$ cat src/hw/tpg_pkg.sv
/*
  Constants, register map and carrier types for the test pattern generator/detector.
  Assumes the APB slave decodes a word index, byte address = 4 * index.
*/
package tpg_pkg;

  localparam int ADDR_W = 12;

  // Register word indices
  localparam logic [7:0] IDX_CTRL = 8'h60;
  localparam logic [7:0] IDX_IRQ  = 8'h61;
  localparam logic [7:0] IDX_LEN  = 8'h62;
  localparam logic [7:0] IDX_TAP  = 8'h63;
  localparam logic [7:0] IDX_ERR  = 8'h64;
  localparam logic [7:0] IDX_INS0 = 8'h68;
  localparam logic [7:0] IDX_INS1 = 8'h69;
  localparam logic [7:0] IDX_INS2 = 8'h6A;
  localparam logic [7:0] IDX_INS3 = 8'h6B;
  localparam logic [7:0] IDX_RES0 = 8'h6C;
  localparam logic [7:0] IDX_RES1 = 8'h6D;
  localparam logic [7:0] IDX_RES2 = 8'h6E;
  localparam logic [7:0] IDX_RES3 = 8'h6F;
  localparam logic [7:0] IDX_PERFORMANCE_MONITOR = 8'h7F;

  // Interrupt enable/status field positions
  localparam int IRQ_OVR   = 0;
  localparam int IRQ_XFER  = 1;
  localparam int IRQ_BE    = 2;
  localparam int IRQ_SYNC_CHANGE_FLAG = 3;
  localparam int IRQ_SYNC_STATE = 4;
  localparam int IRQ_UPDATE_IRQ_ENABLE = 5;
  localparam int IRQ_BEE   = 6;
  localparam int IRQ_SYNC_CHANGE_IRQ_ENABLE = 7;

  // Error insertion fields
  localparam int ERR_EVENT = 3;

  // Reset values
  localparam logic [7:0] CTRL_RESET = 8'h02;

  // Result function codes
  localparam logic [1:0] RSEL_ERRORS = 2'h2;
  localparam logic [1:0] RSEL_BITS   = 2'h3;

  // Synchronisation figures, in received bits
  localparam logic [5:0] SYNC_GOOD_BITS   = 6'h30;
  localparam logic [5:0] LOSS_WINDOW_BITS = 6'h30;
  localparam logic [3:0] LOSS_ERR_LIMIT   = 4'hA;

  // Refresh period
  localparam int CLK_HZ            = 40_000_000;
  localparam int REFRESH_PERIOD_S  = 1;
  localparam int REFRESH_CYCLES    = REFRESH_PERIOD_S * CLK_HZ;

  // Bits between injected errors, by rate code (0 and 1 = none)
  localparam logic [7:0][23:0] RATE_PERIOD = {
    24'h989680, 24'h0F4240, 24'h0186A0, 24'h002710,
    24'h0003E8, 24'h000064, 24'h000000, 24'h000000};

  typedef enum logic [1:0] {
    TPG_SEARCH = 2'b00,
    TPG_LOCKED = 2'b01,
    TPG_HALTED = 2'b10
  } tpg_sync_t;

  typedef struct packed {
    logic [1:0] resultSel;
    logic       reserved;
    logic       patType;
    logic       txInv;
    logic       rxInv;
    logic       auto_resync_enable;
    logic       manual_resync;
  } tpg_ctrl_t;

  typedef struct packed {
    logic [4:0]  len;
    logic [4:0]  tap;
    logic [31:0] insert;
  } tpg_cfg_t;

endpackage : tpg_pkg

$ cat src/hw/tpg_gen_detect.sv
/*
  Test pattern generator and detector with APB register access.
  Assumes bit strobes and receive data come from framer logic on clk_sys.
*/
// The APB register port was decided locally.
`timescale 1ns/1ps

// Function
// Rising edge on manual resync bit restarts the sync search
// Software should resync after any configuration or source change
// Interrupt output driven only for flags whose enable is set
// Ten or more errors in a 48-bit window drops sync
// 48 consecutive error-free bits declare sync
// Sync change flag sets on any sync change, clears on read
// Bit error flag sets on detected errors, clears on read; the code sets it only on errors detected while in sync
// Update flag sets on each result refresh, clears on read
// Overwrite flag sets when unread results are overwritten, clears on read
// Pattern length is length field plus one
// Feedback tap is tap field plus one; software keeps it below length
// Each rise of the event bit injects exactly one error
// Rate code picks injected error rate; 000 and 001 inject none
// Software writes zero code before changing between nonzero rates
// Repetitive mode sends insertion value from bit 31 downward, repeating
// Insertion value seeds the pseudo-random generator; software loads ones
// Writing the top insertion byte commits the configuration
// Result select 00 or 01 shows the received pattern
// Select 10 shows error count; no counting while out of sync
// Select 11 shows total received bit count
// Results refresh each second and on result or monitor writes
// Pattern type bit picks pseudo-random or repetitive for both ends
// Transmit invert bit inverts the generated pattern
// Receive invert bit inverts incoming data before checking
// Auto resync restarts search after loss; enabled after reset
// Detector compares each bit with a locally regenerated expected bit
module tpg_gen_detect #(
  parameter int REFRESH_CYCLES = tpg_pkg::REFRESH_CYCLES
) (
  input  wire logic                      clk_sys,
  input  wire logic                      rst_b,
  input  wire logic [tpg_pkg::ADDR_W-1:0] paddr,
  input  wire logic                      psel,
  input  wire logic                      penable,
  input  wire logic                      pwrite,
  input  wire logic [31:0]               pwdata,
  output logic      [31:0]               prdata,
  output logic                           pready,
  output logic                           pslverr,
  input  wire logic                      txBitEn,
  output logic                           txBitData,
  input  wire logic                      rxBitEn,
  input  wire logic                      rxBitData,
  output logic                           irqB
);

  ////////////////////////////////////////////////////////////////////////////
  // Register state

  tpg_pkg::tpg_ctrl_t ctrl_reg;
  tpg_pkg::tpg_cfg_t  cfg_reg;
  tpg_pkg::tpg_sync_t state_reg;
  logic [4:0]  lenShadow_reg;
  logic [4:0]  tapShadow_reg;
  logic [3:0]  err_reg;
  logic [23:0] insShadow_reg;
  logic [2:0]  irqEn_reg;
  logic        syncChange_reg;
  logic        bitError_reg;
  logic        update_reg;
  logic        overwrite_reg;
  logic        syncPrev_reg;
  logic        manPrev_reg;
  logic        evtPrev_reg;
  logic        evtPending_reg;
  logic [31:0] prbs_reg;
  logic [4:0]  txPtr_reg;
  logic [23:0] rateCnt_reg;
  logic [31:0] hist_reg;
  logic [5:0]  goodCnt_reg;
  logic [5:0]  winCnt_reg;
  logic [3:0]  winErr_reg;
  logic [31:0] bitCount_reg;
  logic [31:0] errCount_reg;
  logic [31:0] result_reg;
  logic [31:0] secCnt_reg;
  logic        preadyReg;
  logic        pslverrReg;
  logic [31:0] prdataReg;
  logic        txBitReg;
  logic        irqBReg;

  ////////////////////////////////////////////////////////////////////////////
  // APB decode

  wire logic [7:0] regIdx     = paddr[9:2];
  wire logic       setupDone  = psel & penable & ~preadyReg;
  wire logic       accessDone = psel & penable & preadyReg;
  wire logic       idxMapped  = (regIdx >= tpg_pkg::IDX_CTRL && regIdx <= tpg_pkg::IDX_ERR)
                              || (regIdx >= tpg_pkg::IDX_INS0 && regIdx <= tpg_pkg::IDX_RES3)
                              || (regIdx == tpg_pkg::IDX_PERFORMANCE_MONITOR);
  wire logic       addrOk     = idxMapped && (paddr[1:0] == 2'h0)
                              && (paddr[tpg_pkg::ADDR_W-1:10] == '0);
  wire logic       writeEn    = accessDone & pwrite & addrOk;
  wire logic [7:0] wb         = pwdata[7:0];
  wire logic       wrCtrl     = writeEn && regIdx == tpg_pkg::IDX_CTRL;
  wire logic       wrIrq      = writeEn && regIdx == tpg_pkg::IDX_IRQ;
  wire logic       wrLen      = writeEn && regIdx == tpg_pkg::IDX_LEN;
  wire logic       wrTap      = writeEn && regIdx == tpg_pkg::IDX_TAP;
  wire logic       wrErr      = writeEn && regIdx == tpg_pkg::IDX_ERR;
  wire logic       wrIns0     = writeEn && regIdx == tpg_pkg::IDX_INS0;
  wire logic       wrIns1     = writeEn && regIdx == tpg_pkg::IDX_INS1;
  wire logic       wrIns2     = writeEn && regIdx == tpg_pkg::IDX_INS2;
  wire logic       wrIns3     = writeEn && regIdx == tpg_pkg::IDX_INS3;
  wire logic       wrRes      = writeEn && ((regIdx >= tpg_pkg::IDX_RES0
                              && regIdx <= tpg_pkg::IDX_RES3) || regIdx == tpg_pkg::IDX_PERFORMANCE_MONITOR);
  wire logic       irqRead    = accessDone & ~pwrite & addrOk && regIdx == tpg_pkg::IDX_IRQ;
  // Only bits reported to software are cleared; later events survive
  wire logic [7:0] clrMask    = irqRead ? prdataReg[7:0] : 8'h00;

  wire logic [7:0] irqView = {irqEn_reg, syncPrev_reg, syncChange_reg,
                              bitError_reg, update_reg, overwrite_reg};
  logic [7:0] readMux;

  always_comb
  begin
    case (regIdx)
      tpg_pkg::IDX_CTRL: readMux = ctrl_reg;
      tpg_pkg::IDX_IRQ:  readMux = irqView;
      tpg_pkg::IDX_LEN:  readMux = {3'h0, lenShadow_reg};
      tpg_pkg::IDX_TAP:  readMux = {3'h0, tapShadow_reg};
      tpg_pkg::IDX_ERR:  readMux = {4'h0, err_reg};
      tpg_pkg::IDX_INS0: readMux = insShadow_reg[7:0];
      tpg_pkg::IDX_INS1: readMux = insShadow_reg[15:8];
      tpg_pkg::IDX_INS2: readMux = insShadow_reg[23:16];
      tpg_pkg::IDX_INS3: readMux = cfg_reg.insert[31:24];
      tpg_pkg::IDX_RES0: readMux = result_reg[7:0];
      tpg_pkg::IDX_RES1: readMux = result_reg[15:8];
      tpg_pkg::IDX_RES2: readMux = result_reg[23:16];
      tpg_pkg::IDX_RES3: readMux = result_reg[31:24];
      default:           readMux = 8'h00;
    endcase
  end

  // One wait state: answer registered in the first access cycle
  always_ff @(posedge clk_sys)
  begin
    if (!rst_b)
    begin
      preadyReg  <= 1'b0;
      pslverrReg <= 1'b0;
      prdataReg  <= 32'h00000000;
    end
    else
    begin
      preadyReg  <= setupDone;
      pslverrReg <= setupDone & ~addrOk;
      if (setupDone)
        prdataReg <= (addrOk && !pwrite) ? {24'h000000, readMux} : 32'h00000000;
    end
  end

  ////////////////////////////////////////////////////////////////////////////
  // Configuration registers

  always_ff @(posedge clk_sys)
  begin
    if (!rst_b)
    begin
      ctrl_reg      <= tpg_pkg::CTRL_RESET;
      irqEn_reg     <= 3'h0;
      lenShadow_reg <= 5'h00;
      tapShadow_reg <= 5'h00;
      err_reg       <= 4'h0;
      insShadow_reg <= 24'h000000;
      cfg_reg       <= '0;
    end
    else
    begin
      if (wrCtrl)
        ctrl_reg <= wb & 8'hDF;
      if (wrIrq)
        irqEn_reg <= wb[tpg_pkg::IRQ_SYNC_CHANGE_IRQ_ENABLE:tpg_pkg::IRQ_UPDATE_IRQ_ENABLE];
      if (wrLen)
        lenShadow_reg <= wb[4:0];
      if (wrTap)
        tapShadow_reg <= wb[4:0];
      if (wrErr)
        err_reg <= wb[3:0];
      if (wrIns0)
        insShadow_reg[7:0] <= wb;
      if (wrIns1)
        insShadow_reg[15:8] <= wb;
      if (wrIns2)
        insShadow_reg[23:16] <= wb;
      // top byte commits
      if (wrIns3)
        cfg_reg <= {lenShadow_reg, tapShadow_reg, wb, insShadow_reg};
    end
  end

  ////////////////////////////////////////////////////////////////////////////
  // Generator

  wire logic       manRise   = ctrl_reg.manual_resync & ~manPrev_reg;
  wire logic       evtRise   = err_reg[tpg_pkg::ERR_EVENT] & ~evtPrev_reg;
  wire logic [2:0] rateCode  = err_reg[2:0];
  wire logic [23:0] period   = tpg_pkg::RATE_PERIOD[rateCode];
  // rate counter hit
  wire logic       rateHit   = (period != 24'h000000) && (rateCnt_reg == period - 24'h000001);
  // feedback from length and tap stages
  wire logic       prbsBit   = prbs_reg[cfg_reg.len] ^ prbs_reg[cfg_reg.tap];
  // repetitive window ends at bit 31 - len
  wire logic [4:0] ptrLast   = 5'h1F - cfg_reg.len;
  // pattern type select
  wire logic       genBit    = ctrl_reg.patType ? cfg_reg.insert[txPtr_reg] : prbsBit;
  wire logic       injectErr = evtPending_reg | rateHit;

  always_ff @(posedge clk_sys)
  begin
    if (!rst_b)
    begin
      manPrev_reg    <= 1'b0;
      evtPrev_reg    <= 1'b0;
      evtPending_reg <= 1'b0;
      prbs_reg       <= 32'h00000000;
      txPtr_reg      <= 5'h1F;
      rateCnt_reg    <= 24'h000000;
      txBitReg       <= 1'b0;
    end
    else
    begin
      manPrev_reg <= ctrl_reg.manual_resync;
      evtPrev_reg <= err_reg[tpg_pkg::ERR_EVENT];
      // one error per event rise
      if (evtRise)
        evtPending_reg <= 1'b1;
      else if (txBitEn)
        evtPending_reg <= 1'b0;
      // insertion value seeds generator
      if (wrIns3)
      begin
        prbs_reg  <= {wb, insShadow_reg};
        txPtr_reg <= 5'h1F;
      end
      else if (txBitEn)
      begin
        prbs_reg  <= {prbs_reg[30:0], prbsBit};
        txPtr_reg <= (txPtr_reg == ptrLast) ? 5'h1F : txPtr_reg - 5'h01;
      end
      if (wrErr || period == 24'h000000)
        rateCnt_reg <= 24'h000000;
      else if (txBitEn)
        rateCnt_reg <= rateHit ? 24'h000000 : rateCnt_reg + 24'h000001;
      // transmit inversion
      if (txBitEn)
        txBitReg <= genBit ^ ctrl_reg.txInv ^ injectErr;
    end
  end

  ////////////////////////////////////////////////////////////////////////////
  // Detector

  // receive inversion
  wire logic       rxBit    = rxBitData ^ ctrl_reg.rxInv;
  // expected bit regenerated from received history
  wire logic       expBit   = ctrl_reg.patType ? hist_reg[cfg_reg.len]
                            : hist_reg[cfg_reg.len] ^ hist_reg[cfg_reg.tap];
  wire logic       bitErr   = rxBitEn && (rxBit != expBit);
  wire logic       locked   = state_reg == tpg_pkg::TPG_LOCKED;
  wire logic [3:0] winErrs  = winErr_reg + {3'h0, bitErr};
  wire logic       lossNow  = locked && rxBitEn && winErrs >= tpg_pkg::LOSS_ERR_LIMIT;
  wire logic       goodLast = goodCnt_reg == tpg_pkg::SYNC_GOOD_BITS - 6'h01;

  always_ff @(posedge clk_sys)
  begin
    if (!rst_b)
    begin
      state_reg   <= tpg_pkg::TPG_SEARCH;
      hist_reg    <= 32'h00000000;
      goodCnt_reg <= 6'h00;
      winCnt_reg  <= 6'h00;
      winErr_reg  <= 4'h0;
    end
    else
    begin
      if (rxBitEn)
        hist_reg <= {hist_reg[30:0], rxBit};
      // manual resync restarts search
      if (manRise)
      begin
        state_reg   <= tpg_pkg::TPG_SEARCH;
        goodCnt_reg <= 6'h00;
      end
      else
      begin
        case (state_reg)
          tpg_pkg::TPG_SEARCH:
            if (rxBitEn)
            begin
              goodCnt_reg <= bitErr ? 6'h00 : goodCnt_reg + 6'h01;
              // error-free run declares sync
              if (!bitErr && goodLast)
              begin
                state_reg  <= tpg_pkg::TPG_LOCKED;
                winCnt_reg <= 6'h00;
                winErr_reg <= 4'h0;
              end
            end
          tpg_pkg::TPG_LOCKED:
            if (lossNow)
            begin
              // loss, then optional auto search
              state_reg   <= ctrl_reg.auto_resync_enable ? tpg_pkg::TPG_SEARCH : tpg_pkg::TPG_HALTED;
              goodCnt_reg <= 6'h00;
            end
            else if (rxBitEn)
            begin
              if (winCnt_reg == tpg_pkg::LOSS_WINDOW_BITS - 6'h01)
              begin
                winCnt_reg <= 6'h00;
                winErr_reg <= 4'h0;
              end
              else
              begin
                winCnt_reg <= winCnt_reg + 6'h01;
                winErr_reg <= winErrs;
              end
            end
          tpg_pkg::TPG_HALTED:
            state_reg <= tpg_pkg::TPG_HALTED;
          default:
            state_reg <= tpg_pkg::TPG_SEARCH;
        endcase
      end
    end
  end

  ////////////////////////////////////////////////////////////////////////////
  // Counters, results and status

  wire logic        secHit   = secCnt_reg == REFRESH_CYCLES - 1;
  // timed or written refresh
  wire logic        refresh  = secHit | wrRes;
  wire logic        errInc   = bitErr & locked;
  wire logic [31:0] bitNext  = refresh ? 32'h00000000 : bitCount_reg + {31'h0, rxBitEn};
  wire logic [31:0] errNext  = refresh ? 32'h00000000 : errCount_reg + {31'h0, errInc};
  wire logic [2:0]  irqTerms = irqEn_reg & {syncChange_reg, bitError_reg, update_reg};
  logic [31:0] resultSel;

  // result function
  always_comb
  begin
    case (ctrl_reg.resultSel)
      tpg_pkg::RSEL_ERRORS: resultSel = errCount_reg;
      tpg_pkg::RSEL_BITS:   resultSel = bitCount_reg;
      default:              resultSel = hist_reg;
    endcase
  end

  always_ff @(posedge clk_sys)
  begin
    if (!rst_b)
    begin
      secCnt_reg     <= 32'h00000000;
      bitCount_reg   <= 32'h00000000;
      errCount_reg   <= 32'h00000000;
      result_reg     <= 32'h00000000;
      syncPrev_reg   <= 1'b0;
      syncChange_reg <= 1'b0;
      bitError_reg   <= 1'b0;
      update_reg     <= 1'b0;
      overwrite_reg  <= 1'b0;
      irqBReg        <= 1'b1;
    end
    else
    begin
      secCnt_reg <= secHit ? 32'h00000000 : secCnt_reg + 32'h00000001;
      // errors only counted in sync
      errCount_reg <= errNext;
      bitCount_reg <= bitNext;
      if (refresh)
        result_reg <= resultSel;
      syncPrev_reg <= locked;
      // set on either sync change
      syncChange_reg <= (locked != syncPrev_reg) | (syncChange_reg & ~clrMask[tpg_pkg::IRQ_SYNC_CHANGE_FLAG]);
      // set on errors detected while in sync
      bitError_reg <= errInc | (bitError_reg & ~clrMask[tpg_pkg::IRQ_BE]);
      // set on refresh
      update_reg <= refresh | (update_reg & ~clrMask[tpg_pkg::IRQ_XFER]);
      // unread results overwritten
      overwrite_reg <= (refresh & update_reg) | (overwrite_reg & ~clrMask[tpg_pkg::IRQ_OVR]);
      // enabled flags only
      irqBReg <= ~(|irqTerms);
    end
  end

  assign prdata    = prdataReg;
  assign pready    = preadyReg;
  assign pslverr   = pslverrReg;
  assign txBitData = txBitReg;
  assign irqB      = irqBReg;

  ////////////////////////////////////////////////////////////////////////////
  // Checks

  resync_search_a: assert property (@(posedge clk_sys) disable iff (!rst_b)
    manRise |=> state_reg == tpg_pkg::TPG_SEARCH)
    else $error("manual resync did not restart search");

  sync_declare_a: assert property (@(posedge clk_sys) disable iff (!rst_b)
    (state_reg == tpg_pkg::TPG_SEARCH && rxBitEn && !bitErr && goodLast && !manRise)
    |=> locked)
    else $error("sync not declared after error-free run");

  sync_loss_a: assert property (@(posedge clk_sys) disable iff (!rst_b)
    (lossNow && !manRise) |=> !locked ##1 syncChange_reg)
    else $error("sync not dropped after error limit");

  irq_gate_a: assert property (@(posedge clk_sys) disable iff (!rst_b)
    (irqEn_reg == 3'h0) [*2] |-> irqB)
    else $error("interrupt asserted with all enables off");

  sync_flag_a: assert property (@(posedge clk_sys) disable iff (!rst_b)
    (locked != $past(locked)) |=> syncChange_reg)
    else $error("sync change flag missed");

  flag_clear_a: assert property (@(posedge clk_sys) disable iff (!rst_b)
    (irqRead && prdataReg[tpg_pkg::IRQ_BE] && !errInc) |=> !bitError_reg)
    else $error("bit error flag not cleared by read");

  count_hold_a: assert property (@(posedge clk_sys) disable iff (!rst_b)
    (!locked && !refresh) |=> errCount_reg == $past(errCount_reg))
    else $error("errors counted out of sync");

  refresh_flag_a: assert property (@(posedge clk_sys) disable iff (!rst_b)
    (refresh && update_reg) |=> update_reg && overwrite_reg)
    else $error("refresh flags wrong");

  apb_wait_a: assert property (@(posedge clk_sys) disable iff (!rst_b)
    setupDone |=> pready ##1 !pready)
    else $error("APB answer timing wrong");

endmodule : tpg_gen_detect

$ cat config.mk
export PLATFORM = sky130hd
export DESIGN_NAME = tpg_gen_detect
export DESIGN_NICKNAME = d
export VERILOG_FILES = /design/src/hw/tpg_pkg.sv /design/src/hw/tpg_gen_detect.sv
export SDC_FILE = /design/constraint.sdc
export NUM_CORES = 1
export LEC_CHECK = 0
export BUFFER_PORTS_ARGS = -buffer_cell sky130_fd_sc_hd__buf_4
export CORE_MARGIN = 3
export CORE_UTILIZATION = 35
export CTS_CLUSTER_SIZE = 30
export DETAILED_ROUTE_END_ITERATION = 6
export PLACE_DENSITY = 0.53
export RECOVER_POWER = 100
export SYNTH_ARGS = -nofsm -noshare
export SYNTH_HDL_FRONTEND = slang
export SYNTH_SLANG_ARGS = --single-unit
$ cat constraint.sdc
create_clock -name clk_sys -period 9.6 [get_ports clk_sys]
set_input_delay 0.96 -clock clk_sys [delete_from_list [all_inputs] [get_ports clk_sys]]
set_output_delay 0.96 -clock clk_sys [all_outputs]
set_load 0.005 [all_outputs]
==> results.md <==
- Port buffering added 39 buffers.
- The worst-case IR drop observed on VDD is 0.000102 V.
- The floorplan step set the die width to 232 um.
- The aggregate routed wire length is roughly 50,000 um.
- The effective utilization at floorplan is a little over a third.
- The clock slew seen by the registers of the worst setup and hold paths is 0.07 ns.
- In this run the worst hold path is classified as flop to flop.
- The post-synthesis sequential element count is 363.
- The final hold violation count is 0.
- The repair_antennas step left the layout with diodes totalling 0.
- Detailed routing inserted a total of approximately 14,000 vias.
- The DRC violation count after routing is 0.
- Of the post-synthesis cell area, the part taken by muxes is 13.6%.
- With fillers left out, the area of the finished cells amounts to around 20,000 sq um.
- In the routed layout, each cell is associated on average with a via count of approximately 5.3.
- The total overflow left after global routing is 0.
- The instance count along the most critical hold path is 2.
- STA classifies the critical path startpoint as an input pin.
- The die height is between 200 and 250 um.
- Counting flops with an async set or reset pin after synthesis yields a share of 0%.
- Data arrives at the worst endpoint at 6.48 ns.
- The region available for standard cell placement spans 50,300 sq um.
- Leaving out fill and tap cells, the most frequent cells in the layout are sky130_fd_sc_hd__dfxtp_1, sky130_fd_sc_hd__nand2_1, sky130_fd_sc_hd__nor2_1.
- Of the total synthesized cell area, the portion taken by XOR and XNOR cells is approximately 7.1%.
- The setup fix buffers added after clock tree synthesis is 0.
- The ratio of final minimum period to clock period is between 60% and 70%.
- The number of antenna violations at the first check in global routing was 0.
- The clock latency at the later pin of the worst-skew pair is around 0.58 ns.
- The via count of the first global-routing pass was roughly 14,000.
- The cell count after synthesis is roughly 2,100.
- The number of placed I/O pins is 88.
- The largest driver fanout on the critical path is 77.
- The critical path data required time is 10.09 ns.
- No sink is reached through more buffers than the 3 on the longest clock path.
- Across every metal layer, demand over resource in global routing totals a little under a fifth.
- The checks that failed: max-capacitance violations, max-slew violations.
- Among the stages of the critical path, the cell type that occurs most often is sky130_fd_sc_hd__clkbuf_1.
- The number of detailed-routing iterations run before antenna repair is 5.
- The largest family of logic cells by synthesized area is simple AND/OR/NAND/NOR gates.
- Counting the buffers created by CTS gives 43.
- The worst register-to-register path has a depth of 16.
- Traced cell by cell, the critical path runs through clkbuf_1 -> clkinvlp_2 -> clkbuf_1 -> nor2_1 -> and2_0.
- The number of placed cells counting well taps is between 2,000 and 3,000.
- The area added between synthesis and finish is 11.5%.
- The post-cts resize count is 0.
- The worst setup path is of the input pin to flop kind.
- The floorplan row count is 82.
- The flow ran to the end, but the final reports show violations.
- After Yosys synthesis, and, or, nand and nor cells account for between 20% and 30% of the synthesized area.
- Setup repair after global routing left no endpoint under its margin.
- The measured slew at the worst slew-check pin is about 3.4 ns.
- CTS built an H-tree with a depth of 2.
- The slowest cell on the critical path is sky130_fd_sc_hd__clkinvlp_2.
- The utilization of the core after routing is 39.7%.
- The most common cell after layout, fill and taps aside is sky130_fd_sc_hd__dfxtp_1.
- The sort of element at the end of the critical path is a flop.
- The max-slew violation count is between 200 and 300.
- The layout cell share with drive strength beyond 1 is 11.7%.
- The dominant cell type by area after synthesis is sky130_fd_sc_hd__dfxtp_1.
- In this run the tightest slew margin relative to its limit is -127%.
- The detailed router finished its first iteration with roughly 1,000 violations.
- The adder and majority cell fraction of the synthesized area is under 10%.
- The placed wire-length estimate is roughly 34,000 um.
- For this design the ratio of total power to cell area is between 150 and 200 nW/um^2.
- The cell chosen for the clock root is sky130_fd_sc_hd__clkbuf_16.
- Routability-driven placement finished with a final weighted congestion of 0.883.
- The final layout contains 2,109 nets.
- The pin count of the biggest net entering global routing is between 70 and 80.
- The fraction of the mapped netlist area in compound gates is approximately a tenth.
- The area fraction of the dominant cell type after synthesis is 40.6%.
- The post-detailed-route count of antenna-violating nets is 0.
- TritonCTS built the clock tree.
- In the final routed layout, each cell accounts on average for 17.8 um.
- The count of endpoints failing setup in the final report is 0.
- The count of cells in the finished layout, fillers not included, comes to roughly 2,700.
- The final setup TNS is 0 ns.
- The number of buffers added to fix hold violations after cts is 0.
- The area after detailed placement is 18,600 sq um.
- The longest individual stage delay on the worst path is ~2.2 ns.
- The max-cap violation count is 4.
- The part of the Yosys area used for sequential elements is about 41%.
- The total die area is about 54,000 sq um.
- The first global-routing pass estimated between 70,000 and 80,000 um of wire.
- The register with the most flip-flops in the layout has 42 of them.
- For this design the static power due to leakage is slightly below 0.007 uW.
- The prevailing post-synth register cell is sky130_fd_sc_hd__dfxtp_1.
- For this run, the top clock speed supported by timing is between 150 and 200 MHz.
- The Yosys step of the flow raised 0 warnings.
- Summing every instance area after synthesis gives roughly 18,000 sq um.
- The mean instance size in the synthesized netlist is between 8 and 9 sq um.
- After layout, the minimum clock period comes to ~6.0 ns.
- In this run, synthesis inferred 0 flip-flops with an integrated enable.
- Between clock sinks in the finished design, the worst skew comes to approximately 0.037 ns.
- The clock drives between 300 and 400 sinks.
- After synthesis, the cell types taking the most area are sky130_fd_sc_hd__dfxtp_1, sky130_fd_sc_hd__mux2i_1, sky130_fd_sc_hd__nand2_1.
- Yosys mapped the design onto between 60 and 70 distinct sky130hd cell types.
==> per-stage QoR <==
stage	total power, uW	hold slack (ns)	setup WS [ns]
3_5_place_dp	1650	0.445	4.50
5_1_grt	3350	0.469	3.00
6_report	3230	0.444	3.61
3_3_place_gp	1650	0.436	4.55
2_1_floorplan	1630	0.426	5.57
4_1_cts	3280	0.451	4.48
==> final timing paths <==
| check | start | to | slack (ns) |
|---|---|---|---|
| min reg2reg | tapShadow_reg[4]$_SDFFE_PN0P_ | cfg_reg[36]$_SDFFE_PN0P_ | 0.44 |
| max | rst_b | pslverr$_SDFF_PN0_ | 3.61 |
| min | tapShadow_reg[4]$_SDFFE_PN0P_ | cfg_reg[36]$_SDFFE_PN0P_ | 0.44 |
| max reg2reg | cfg_reg[33]$_SDFFE_PN0P_ | winErr_reg[2]$_SDFFE_PN0P_ | 4.09 |
==> layer usage <==
| layer | wire length [um] | up-vias | track usage [%] |
|---|---|---|---|
| met4 | 1700 | 0 | 7.01 |
| met1 | 22400 | 6997 | 24.1 |
| met5 | 0 | - | 0 |
| li1 | - | 7084 | - |
| met3 | 2440 | 91 | 3.03 |
| met2 | 22200 | 327 | 29.1 |
==> cell families (layout without fill, tap and decap cells) <==
logic type | Yosys count | in the layout
buffers and inverters | 171 | 156
adders and majority gates | 17 | 17
xor gates and xnor gates | 145 | 145
AOI/OAI and AO/OA | 306 | 306
DFF | 363 | 363
other | 1 | 24
muxes | 190 | 190
and+or+nand+nor | 867 | 867
==> cell usage after synthesis, types with 5 or more instances <==
cell type / count
sky130_fd_sc_hd__or3_1: 6
sky130_fd_sc_hd__nor2b_1: 15
sky130_fd_sc_hd__a221oi_1: 6
sky130_fd_sc_hd__dfxtp_1: 363
sky130_fd_sc_hd__and4_1: 5
sky130_fd_sc_hd__a22oi_1: 28
sky130_fd_sc_hd__and3_1: 31
sky130_fd_sc_hd__mux4_2: 42
sky130_fd_sc_hd__xnor2_1: 63
sky130_fd_sc_hd__buf_4: 24
sky130_fd_sc_hd__buf_1: 15
sky130_fd_sc_hd__or4_1: 5
sky130_fd_sc_hd__xor2_1: 81
sky130_fd_sc_hd__a31oi_1: 16
sky130_fd_sc_hd__nand3b_1: 13
sky130_fd_sc_hd__clkbuf_1: 89
sky130_fd_sc_hd__or2_2: 39
sky130_fd_sc_hd__mux2i_1: 137
sky130_fd_sc_hd__o21ai_0: 24
sky130_fd_sc_hd__buf_2: 10
sky130_fd_sc_hd__a21oi_1: 160
sky130_fd_sc_hd__nor2_1: 216
sky130_fd_sc_hd__nand3_1: 72
sky130_fd_sc_hd__inv_1: 30
sky130_fd_sc_hd__ha_1: 17
sky130_fd_sc_hd__nand2b_1: 18
sky130_fd_sc_hd__mux2_2: 11
sky130_fd_sc_hd__nand2_1: 320
sky130_fd_sc_hd__nor2_2: 20
sky130_fd_sc_hd__nor3_1: 30
sky130_fd_sc_hd__o211ai_1: 39
sky130_fd_sc_hd__a222oi_1: 8
sky130_fd_sc_hd__and2_1: 13
sky130_fd_sc_hd__nor4_1: 13
sky130_fd_sc_hd__nand4_1: 30
==> report_power, final <==
part,total [uW],internal [uW],switching (uW)
registers,1520,1510,8.66
logic,98.3,32.1,66.2
clock network,1620,972,644
total,3230,2520,719
==> critical path, delay by kind of cell <==
kind | cells | cell delay [ns]
buffers and inverters | 3 | 4.85
and+or+nand+nor | 2 | 0.62
==> final cells by class <==
| class | count | area [sq um] |
|---|---|---|
| fillers | 5062 | 30300 |
| multi-input cells | 1549 | 9950 |
| flip-flops and latches | 363 | 7270 |
| clock buffers | 61 | 1270 |
| well taps | 672 | 841 |
| repair buffers | 52 | 372 |
| clock inverters | 12 | 125 |
| inverters | 31 | 118 |
No activity file was read; power rests on OpenSTA's default activity.
